--- src/scdac_pkg.sv ---
package scdac_pkg;
   // Byte addresses: printed offsets 0xfd/0xfe are not multiples of four
   localparam logic [7:0] IDX_DAC_COUNT = 8'hfd;
   localparam logic [7:0] IDX_SYS_CTRL = 8'hfe;
   localparam logic [11:0] ADDR_DAC_COUNT = {2'h0, IDX_DAC_COUNT, 2'h0};
   localparam logic [11:0] ADDR_SYS_CTRL = {2'h0, IDX_SYS_CTRL, 2'h0};
   localparam logic [11:0] ADDR_IRQ_STATUS = 12'h400;
   localparam logic [11:0] ADDR_IRQ_MASK = 12'h404;
   localparam logic [11:0] ADDR_SCRUB_CTRL = 12'h408;
   // Field positions of the system control register
   localparam int BOOT_FLAG_BIT = 7;
   localparam int OSC_RANGE_HI = 4;
   localparam int OSC_RANGE_LO = 3;
   localparam int KEEP_BIT = 0;
   localparam logic [7:0] SYS_CTRL_WMASK = 8'h19;
   // Reset values
   localparam logic [7:0] DAC_COUNT_RST = 8'h00;
   localparam logic [7:0] SYS_CTRL_RST = 8'h00;
   // Kept window of page 0 across a watchdog reset
   localparam logic [7:0] KEEP_LO = 8'h03;
   localparam logic [7:0] KEEP_HI = 8'hd7;
   // Oscillator range codes
   typedef enum logic [1:0]
   {
      SCDAC_OSC_12 = 2'b00,
      SCDAC_OSC_6 = 2'b01,
      SCDAC_OSC_24 = 2'b10,
      SCDAC_OSC_RSVD = 2'b11
   } scdac_osc_t;
   // Interrupt status bit positions
   localparam int IRQ_SCRUB_DONE = 0;
   localparam int IRQ_OSC_RSVD = 1;
   localparam int IRQ_BITS = 2;
endpackage : scdac_pkg

--- src/scdac_regs.sv ---
// Decided for this implementation: the APB register port.
`timescale 1ns/10ps
`default_nettype none
// Function
// - Count register holds 8-bit unsigned current units, 00 smallest, ff largest.
// - Current drives the analog bus only in DAC mode; also proximity charge.
// - Step size is scaled by the separate current-range field.
// - Bit 7 reads 1 when boot ran more than once, else 0; read only.
// - Bits 4:3 pick oscillator range 12, 6, 24; code 11 reserved.
// - With bit 0 clear, all SRAM is zeroed after any reset event.
// - With bit 0 set, page 0 addresses 03h to d7h survive a watchdog reset.
module scdac_regs #(
   parameter int RAM_AW = 8
) (
   input wire logic sys_clk_i,
   input wire logic rst_i,
   input wire logic psel_i,
   input wire logic penable_i,
   input wire logic pwrite_i,
   input wire logic [11:0] paddr_i,
   input wire logic [31:0] pwdata_i,
   input wire logic [3:0] pstrb_i,
   output logic [31:0] prdata_o,
   output logic pready_o,
   output logic pslverr_o,
   input wire logic repeated_boot_i,
   input wire logic reset_event_i,
   input wire logic watchdog_reset_event_i,
   input wire logic dac_mode_en_i,
   input wire logic prox_mode_en_i,
   input wire logic [1:0] current_range_select_i,
   output logic [7:0] current_unit_count_o,
   output logic [1:0] current_range_o,
   output logic bus_drive_en_o,
   output logic prox_charge_en_o,
   output logic [1:0] osc_range_select_o,
   output logic sram_keep_on_watchdog_o,
   output logic sram_we_o,
   output logic [RAM_AW-1:0] sram_addr_o,
   output logic [7:0] sram_wdata_o,
   output logic sram_busy_o,
   output logic irq_o
);
   initial
   begin
      if (RAM_AW < 8 || RAM_AW > 16) $error("scdac_regs: RAM_AW must be 8..16");
   end

   logic [7:0] dac_r;
   logic [7:0] ctrl_r;
   logic boot_r;
   logic [scdac_pkg::IRQ_BITS-1:0] sts_r;
   logic [scdac_pkg::IRQ_BITS-1:0] sts_nxt;
   logic [scdac_pkg::IRQ_BITS-1:0] mask_r;
   logic [31:0] rdata_r;
   logic scrub_done;
   logic scrub_start_r;

   wire acc_w = psel_i && penable_i;
   wire wr_w = acc_w && pwrite_i && pstrb_i[0];
   wire sel_dac_w = (paddr_i == scdac_pkg::ADDR_DAC_COUNT);
   wire sel_ctrl_w = (paddr_i == scdac_pkg::ADDR_SYS_CTRL);
   wire sel_sts_w = (paddr_i == scdac_pkg::ADDR_IRQ_STATUS);
   wire sel_mask_w = (paddr_i == scdac_pkg::ADDR_IRQ_MASK);
   wire sel_scrub_w = (paddr_i == scdac_pkg::ADDR_SCRUB_CTRL);
   wire hit_w = sel_dac_w || sel_ctrl_w || sel_sts_w || sel_mask_w || sel_scrub_w;
   wire [1:0] osc_w = ctrl_r[scdac_pkg::OSC_RANGE_HI:scdac_pkg::OSC_RANGE_LO];
   wire osc_rsvd_w = (osc_w == scdac_pkg::SCDAC_OSC_RSVD);
   wire [7:0] ctrl_view_w = {boot_r, ctrl_r[6:0]};
   wire [31:0] rd_mux_w = sel_dac_w ? {24'h0, dac_r} :
                          sel_ctrl_w ? {24'h0, ctrl_view_w} :
                          sel_sts_w ? {30'h0, sts_r} :
                          sel_mask_w ? {30'h0, mask_r} :
                          sel_scrub_w ? {31'h0, sram_busy_o} : 32'h0;

   // Zero-wait slave; unmapped addresses answer with an error
   assign pready_o = 1'b1;
   assign pslverr_o = acc_w && !hit_w;
   assign prdata_o = rdata_r;

   assign current_unit_count_o = dac_r;
   assign current_range_o = current_range_select_i;
   assign bus_drive_en_o = dac_mode_en_i;
   assign prox_charge_en_o = prox_mode_en_i;
   assign osc_range_select_o = osc_w;
   assign sram_keep_on_watchdog_o = ctrl_r[scdac_pkg::KEEP_BIT];
   assign sram_wdata_o = 8'h00;
   assign irq_o = |(sts_r & mask_r);

   // Status: set beats a write-one clear in the same cycle
   always_comb
   begin
      sts_nxt = sts_r;
      if (wr_w && sel_sts_w)
      begin
         sts_nxt = sts_r & ~pwdata_i[scdac_pkg::IRQ_BITS-1:0];
      end
      if (scrub_done)
      begin
         sts_nxt[scdac_pkg::IRQ_SCRUB_DONE] = 1'b1;
      end
      if (osc_rsvd_w)
      begin
         sts_nxt[scdac_pkg::IRQ_OSC_RSVD] = 1'b1;
      end
   end

   always_ff @(posedge sys_clk_i)
   begin
      if (rst_i)
      begin
         dac_r <= scdac_pkg::DAC_COUNT_RST;
         ctrl_r <= scdac_pkg::SYS_CTRL_RST;
         sts_r <= '0;
         mask_r <= '0;
         rdata_r <= 32'h0;
      end
      else
      begin
         sts_r <= sts_nxt;
         // Load in the setup cycle so read data stands through the access phase
         if (psel_i && !penable_i && !pwrite_i)
         begin
            rdata_r <= rd_mux_w;
         end
         if (wr_w && sel_dac_w)
         begin
            dac_r <= pwdata_i[7:0];
         end
         if (wr_w && sel_ctrl_w)
         begin
            ctrl_r <= pwdata_i[7:0] & scdac_pkg::SYS_CTRL_WMASK;
         end
         if (wr_w && sel_mask_w)
         begin
            mask_r <= pwdata_i[scdac_pkg::IRQ_BITS-1:0];
         end
      end
   end

   // Boot flag is cleared while reset is high, then sampled from repeated_boot_i every cycle
   always_ff @(posedge sys_clk_i)
   begin
      boot_r <= rst_i ? 1'b0 : repeated_boot_i;
   end

   // Reset event starts a scrub; keep bit survives since ctrl is not reset by it
   always_ff @(posedge sys_clk_i)
   begin
      if (rst_i)
      begin
         scrub_start_r <= 1'b0;
      end
      else
      begin
         scrub_start_r <= (reset_event_i || (wr_w && sel_scrub_w && pwdata_i[0]))
                          && !sram_busy_o;
      end
   end

   scdac_scrub #(
      .AW(RAM_AW)
   ) u_scrub (
      .sys_clk_i(sys_clk_i),
      .rst_i(rst_i),
      .start_i(scrub_start_r),
      .keep_i(ctrl_r[scdac_pkg::KEEP_BIT]),
      .wdog_i(watchdog_reset_event_i),
      .busy_o(sram_busy_o),
      .done_o(scrub_done),
      .we_o(sram_we_o),
      .addr_o(sram_addr_o)
   );
endmodule : scdac_regs
`default_nettype wire

--- src/scdac_scrub.sv ---
`timescale 1ns/10ps
`default_nettype none
// Walks SRAM addresses writing zero, skipping the kept window when asked
module scdac_scrub #(
   parameter int AW = 8
) (
   input wire logic sys_clk_i,
   input wire logic rst_i,
   input wire logic start_i,
   input wire logic keep_i,
   input wire logic wdog_i,
   output logic busy_o,
   output logic done_o,
   output logic we_o,
   output logic [AW-1:0] addr_o
);
   initial
   begin
      if (AW < 8) $error("scdac_scrub: AW must be at least 8");
   end

   typedef enum logic [0:0]
   {
      SCDAC_IDLE = 1'b0,
      SCDAC_RUN = 1'b1
   } scdac_scrub_t;

   scdac_scrub_t state_r;
   scdac_scrub_t state_nxt;
   logic [AW-1:0] addr_r;
   logic keep_r;
   logic done_r;
   wire last_w = &addr_r;
   // Shift rather than slice, so a page-0-only memory (AW of 8) stays legal
   wire in_page0_w = ((addr_r >> 8) == '0);
   wire in_win_w = in_page0_w && (addr_r[7:0] >= scdac_pkg::KEEP_LO)
                   && (addr_r[7:0] <= scdac_pkg::KEEP_HI);

   assign busy_o = (state_r == SCDAC_RUN);
   assign we_o = busy_o && !(keep_r && in_win_w);
   assign addr_o = addr_r;
   assign done_o = done_r;

   always_comb
   begin
      case (state_r)
         SCDAC_IDLE: state_nxt = start_i ? SCDAC_RUN : SCDAC_IDLE;
         SCDAC_RUN: state_nxt = last_w ? SCDAC_IDLE : SCDAC_RUN;
         default: state_nxt = SCDAC_IDLE;
      endcase
   end

   always_ff @(posedge sys_clk_i)
   begin
      if (rst_i)
      begin
         state_r <= SCDAC_IDLE;
         addr_r <= '0;
         keep_r <= 1'b0;
         done_r <= 1'b0;
      end
      else
      begin
         state_r <= state_nxt;
         done_r <= busy_o && last_w;
         if (state_r == SCDAC_IDLE && start_i)
         begin
            addr_r <= '0;
            keep_r <= keep_i && wdog_i;
         end
         else if (busy_o)
         begin
            addr_r <= addr_r + 1'b1;
         end
      end
   end
endmodule : scdac_scrub
`default_nettype wire

--- config.mk ---
export PLATFORM = sky130hd
export DESIGN_NAME = scdac_regs
export DESIGN_NICKNAME = d
export VERILOG_FILES = /design/src/scdac_pkg.sv /design/src/scdac_regs.sv /design/src/scdac_scrub.sv
export SDC_FILE = /design/constraint.sdc
export NUM_CORES = 1
export LEC_CHECK = 0
export ABC_AREA = 0
export ABC_CLOCK_PERIOD_IN_PS = 1850
export BUFFER_PORTS_ARGS = -buffer_cell sky130_fd_sc_hd__buf_2
export CAP_MARGIN = 15
export CELL_PAD_IN_SITES_DETAIL_PLACEMENT = 1
export CELL_PAD_IN_SITES_GLOBAL_PLACEMENT = 2
export CORE_MARGIN = 5
export CORE_UTILIZATION = 22
export CTS_CLUSTER_SIZE = 25
export DETAILED_ROUTE_END_ITERATION = 12
export HOLD_SLACK_MARGIN = 0.05
export PLACE_DENSITY = 0.92
export SETUP_SLACK_MARGIN = 0.5
export SYNTH_ARGS = -nofsm -noshare
export SYNTH_HDL_FRONTEND = slang
export SYNTH_SLANG_ARGS = --single-unit
export TNS_END_PERCENT = 5
--- constraint.sdc ---
create_clock -name sys_clk_i -period 1.85 [get_ports sys_clk_i]
set_input_delay 0 -clock sys_clk_i [delete_from_list [all_inputs] [get_ports sys_clk_i]]
set_output_delay 0 -clock sys_clk_i [all_outputs]
set_load 0.02 [all_outputs]
== Yosys cells after proc, flatten, opt, wreduce, memory -nomap -nowiden ==
Index checks and enable logic that the tools add are counted.
Storage, ports and cells
  bits of input ports: 60
  bits in registers: 60
Cells by class
  bitwise logic cells: 4
  magnitude comparators: 2
  eq/ne operators: 6
  multiplexer cells: 11
  add/subtract/negate cells: 1
  reductions and logical operators: 34
Operators by type and width (number)
  equality test 12 x 11 -> 1 bit (second input constant): 3
  equality test 12 x 10 -> 1 bit (second input constant): 2
  logical AND 1 bit: 19
  2-to-1 mux 8 bit: 2
  adder 8 x 1 -> 8 bit (second input constant): 1
  >= comparator 8 x 2 -> 1 bit (second input constant): 1
  <= comparator 8 bit (second input constant): 1
  AND reduction 8 bit: 1
  2-to-1 mux 2 bit: 3
  zero test 1 bit: 5
  logical OR 1 bit: 5
  2-to-1 mux 1 bit: 5
  bitwise AND 2 bit: 2
  nonzero test 2 bit: 2
  OR reduction 2 bit: 2
  equality test 2 bit (second input constant): 1
  NOT 2 bit: 1
  one-hot mux 1 bit (2 select lines): 1
  NOT 1 bit: 1

== Depth between registers and ports, before layout ==
  depth in word-level cells: 7
  depth in mapped cells: 5
  gate-level depth less buffers: 5

== Hierarchy ==
From an unflattened synthesis, not the netlist that was laid out.
Unflattened totals
  cells, all modules: 219
  area, all modules: 1933.1 um^2
By module, submodules not included
  scdac_regs: cells each 163, seq. area each 500.5 um^2, times used 1, area each 1430.1 um^2
  scdac_scrub: cells each 56, seq. area each 220.2 um^2, times used 1, area each 503.0 um^2

== Worst setup path after synthesis ==
OpenSTA, ideal clock, no wires.
  path type: input -> register
  start point: input paddr_i[2]
  end point: register dac_r[0] (netlist: current_unit_count_o[0])
  arrival: 1.417 ns
  setup slack: 0.305 ns
  cell stages on the path: 5
  setup time: 0.128 ns
  cell sequence: buf_4 > or4b_4 > nor4_4 > mux2i_1 > nor2_1
On the way
  longest elaborated chain between the ends: 2
RTL lines
  from (decl): line scdac_regs.sv:20  | input wire logic [11:0] paddr_i,
  equality test 12 x 10 -> 1 bit: line scdac_regs.sv:61  | wire sel_dac_w = (paddr_i == scdac_pkg::ADDR_DAC_COUNT);
  logical AND 1 bit: line scdac_regs.sv:126  | if (wr_w && sel_dac_w)
  to (signal assigned): line scdac_regs.sv:112  | dac_r <= scdac_pkg::DAC_COUNT_RST;
  to (signal assigned): line scdac_regs.sv:128  | dac_r <= pwdata_i[7:0];
  to (decl): line scdac_regs.sv:49  | logic [7:0] dac_r;
Every way passes these cells.
A chain may end at the register's enable or synchronous reset.

== Worst setup path in the final report ==
  start point: register u_scrub.addr_r[1] (netlist: u_scrub.addr_o[1])
  end point: output sram_we_o
On the way
  longest elaborated chain between the ends: 5
RTL lines
  from (decl): line scdac_scrub.sv:30  | logic [AW-1:0] addr_r;
  from (signal assigned): line scdac_scrub.sv:73  | addr_r <= addr_r + 1'b1;
  >= comparator 8 x 2 -> 1 bit / <= comparator 8 bit (equally long branches): line scdac_scrub.sv:36, scdac_scrub.sv:37
  logical AND 1 bit (*): line scdac_scrub.sv:37  | && (addr_r[7:0] <= scdac_pkg::KEEP_HI);
  logical AND 1 bit (*): line scdac_scrub.sv:40  | assign we_o = busy_o && !(keep_r && in_win_w);
  zero test 1 bit (*): line scdac_scrub.sv:40
  logical AND 1 bit (*): line scdac_scrub.sv:40
  to (decl): line scdac_regs.sv:38  | output logic sram_we_o,
Every way passes the cells marked *; elsewhere a longest branch is shown, timed or not.

==> impl_results.md <==
- Status: finished clean
- Critical Path Start: u_scrub.addr_o[1]
- Full die area: 10770 um^2
- Fraction of layout cells with a size suffix above 1: 28.28%
- Largest net degree at the start of global routing: 30
- Clock power frac: 40.0%
- Final Cycle Share: 88.93%
- Vias in the first global route: 1822
- Synth Warn #: 0
- Worst-case headroom to the max-slew limit: 64.98%
- Final #Nets: 358
- Area share of the largest cell type after synthesis: 37.26%
- Final Skew: 10.88 ps
- Crit path time final: 1645 ps
- Root Driver: clkbuf_8
- Int Pwr: 1.266 mW
- Worst setup EP type: output port
- RSZ-0062 raised after global routing: yes
- Clk buf depth: 2
- Cts bufs inserted: 5
- Max Cap Viol: 0
- Skew-Pair Late Insertion Delay: 290 ps
- Die height: 103.8 um
- Setup TNS: 0 ps
- Core outline area: 8636 um^2
- Sw frac: 26.58%
- CTS tree: done
- Sequential element share of the synthesized area: 37.26%
- Final hold vios: 0
- DR iter-0 viols: 74
- Grt ovf: 0
- WHS Path Cells: 3
- CP delay by family, top: simple AND/OR/NAND/NOR gates
- Row count: 34
- Reg2Reg Depth: 3
- Top_reg_cell synth: dfxtp_1
- WL final: 5.738 mm
- Pwr Density: 686.0 nW/um^2
- Worst R2R Start: u_scrub.busy_o
- Reg-to-reg endpoint: u_scrub.addr_o[5]
- FMAX: 0.6078 GHz
- Largest cells by area after synthesis: dfxtp_1 37%, buf_4 15%, mux2i_1 8.3%
- Worst-margin pin slew: 525.3 ps
- Clk slew on worst S/H paths: 70 ps
- Seq pwr share: 46.1%
- First-pass GRT wire length: 9.349 mm
- Most common cell in the netlist: buf_4
- Setup-failing EPs final: 0
- Post-DRT Antenna Nets: 0
- Data arrival, critical path: 1650 ps
- Crit-path max FO: 3
- WP depth: 5
- EDFF count, synth: 0
- IO Port Bufs: 59
- CP Capture Point: sram_we_o
- CP Launch Type: flop
- Post-Syn Instances: 222
- Gate power share: 13.8%
- Area growth, synth to finish: 29.95%
- Hold Path Class: primary input to flop
- DR vias/cell: 4.286
- CTS Sinks: 36
- Critical path's slowest cell: or4_4
- Die width: 103.8 um
- Initial Util: 22.40%
- R2r setup slk: 520 ps
- Crit path kind: flop to output port
- GPL Wtd Cong: 0.7865
- CP bufs+invs: 1
- N_diodes: 0
- Unique masters post-synth: 42
- Dpl hpwl: 4.312 mm
- # DRC: 0
- Worst vdd ir: 0.2487 mV
- Worst EP required: 1850 ps
- Initial antenna violation count: 0
- Largest stage delay, worst path: 410 ps
- Pleak: 1.072 nW
- NetSw: 0.4583 mW
- Register bit total from synthesis: 36
- Layout Utilization: 29.11%
- Syn_area_per_cell: 8.713 um^2
- H-tree depth: 2
- Wirelength per Cell: 14.17 um
- Critical path, cell by cell: ha_4 -> or4_4 -> nor4_2 -> o21a_1 -> buf_6
- Drt first pass iters: 4
- GRT Total Usage: 10.44%
- Top cells by count, synth: 38 x buf_4, 36 x dfxtp_1, 34 x nor2_1
- Top-Level Pins: 128
- Async S/R FF share, synth: 0%
- Final Max Tran Viols: 0
- Yosys top cell by area: dfxtp_1
- Post-Syn Area: 1934 um^2
- Via Count: 1736
-- worst min-delay path by stage --
stage,from,to,slack (ps)
after floorplan,pwdata_i[0],sts_r[0],110
after global placement,current_range_select_i[0],current_range_o[0],0.1
after detailed placement,current_range_select_i[0],current_range_o[0],0.1
after CTS,paddr_i[3],prdata_o[1],130
after global routing,paddr_i[3],prdata_o[1],150
final,paddr_i[3],prdata_o[1],140
-- timing repair --
action	in CTS	in global routing
setup endpoints to repair	3	10
buffers inserted	2	0
hold buffers	15	0
endpoints found under the hold margin	19	0
gates resized for setup	8	3
pin swaps	2	3
-- cell usage in the layout (no fill, tap or decap), drive strengths merged, types with 3 or more instances in the layout --
master / netlist / layout
nand4: 5 / 5
nor4: 6 / 6
dlygate4sd3: 0 / 15
clkbuf: 5 / 6
xor2: 3 / 3
buf: 41 / 67
conb: 2 / 33
a311oi: 4 / 4
a21oi: 8 / 8
xnor2: 3 / 3
dfxtp: 36 / 36
mux2i: 16 / 16
nand2b: 3 / 3
nand2: 13 / 13
nor2: 34 / 34
nor3: 6 / 6
a221oi: 3 / 3
nand3: 7 / 7
-- power groups by stage --
stage | registers, mW | logic, mW | clock network, mW
after global routing | 0.797 | 0.260 | 0.754
final | 0.796 | 0.238 | 0.691
after global placement | 0.815 | 0.194 | 0
after CTS | 0.795 | 0.237 | 0.710
after floorplan | 0.822 | 0.193 | 0
after detailed placement | 0.816 | 0.197 | 0
-- sequential cells by signal (all words and copies together) (netlist names), 2 cells and up --
| signal | flops |
|---|---|
| current_unit_count_o | 8 |
| prdata_o | 8 |
| u_scrub.addr_o | 8 |
| ctrl_r | 3 |
| mask_r | 2 |
| sts_r | 2 |
-- cell type report --
type	count	area, um^2
fillers	1059	6122
multi-input cells	169	1022
flip-flops and latches	36	729.5
repair buffers	82	511.7
well taps	108	135.1
clock buffers	6	72.57
clock inverters	2	35.03
inverters	2	7.507
-- worst min-delay path, cell delays in order --
cell and delay [ps]:
buf_2 180, or3_1 150, a211oi_1 60
-- kinds of logic after synthesis --
| kind of cell | count (synthesis) | synth area share, % |
|---|---|---|
| other | 2 | 0.3882 |
| XOR/XNOR | 6 | 2.717 |
| flip-flops | 36 | 37.26 |
| multiplexers | 16 | 8.279 |
| AND/OR/NAND/NOR | 87 | 24.00 |
| AO/OA/AOI/OAI | 25 | 8.992 |
| adder cells (fa/ha/maj) | 2 | 1.293 |
| buffers and inverters | 48 | 17.08 |
-- per-layer routing --
layer / part of all wire, % / up-vias / track usage [%]
met5: 0 / - / 0
met4: 1.5 / 0 / 3.608
met3: 6.7 / 8 / 3.296
met2: 48 / 60 / 17.40
met1: 44 / 816 / 12.64
li1: - / 852 / -
-- stage by stage --
stage | setup slack, ps | hold slack (ps) | cells | area (um^2) | total power [mW]
final | 204.8 | 143.8 | 405 | 2514 | 1.724
after global routing | 131.8 | 149.9 | 405 | 2514 | 1.812
after CTS | 118.9 | 127.1 | 405 | 2502 | 1.743
after detailed placement | 300.5 | 0.1367 | 380 | 2203 | 1.013
after global placement | 329.2 | 0.1367 | 380 | 2203 | 1.009
after floorplan | 381.5 | 108.7 | 253 | 2056 | 1.016
(Power assumes the default switching activity.)
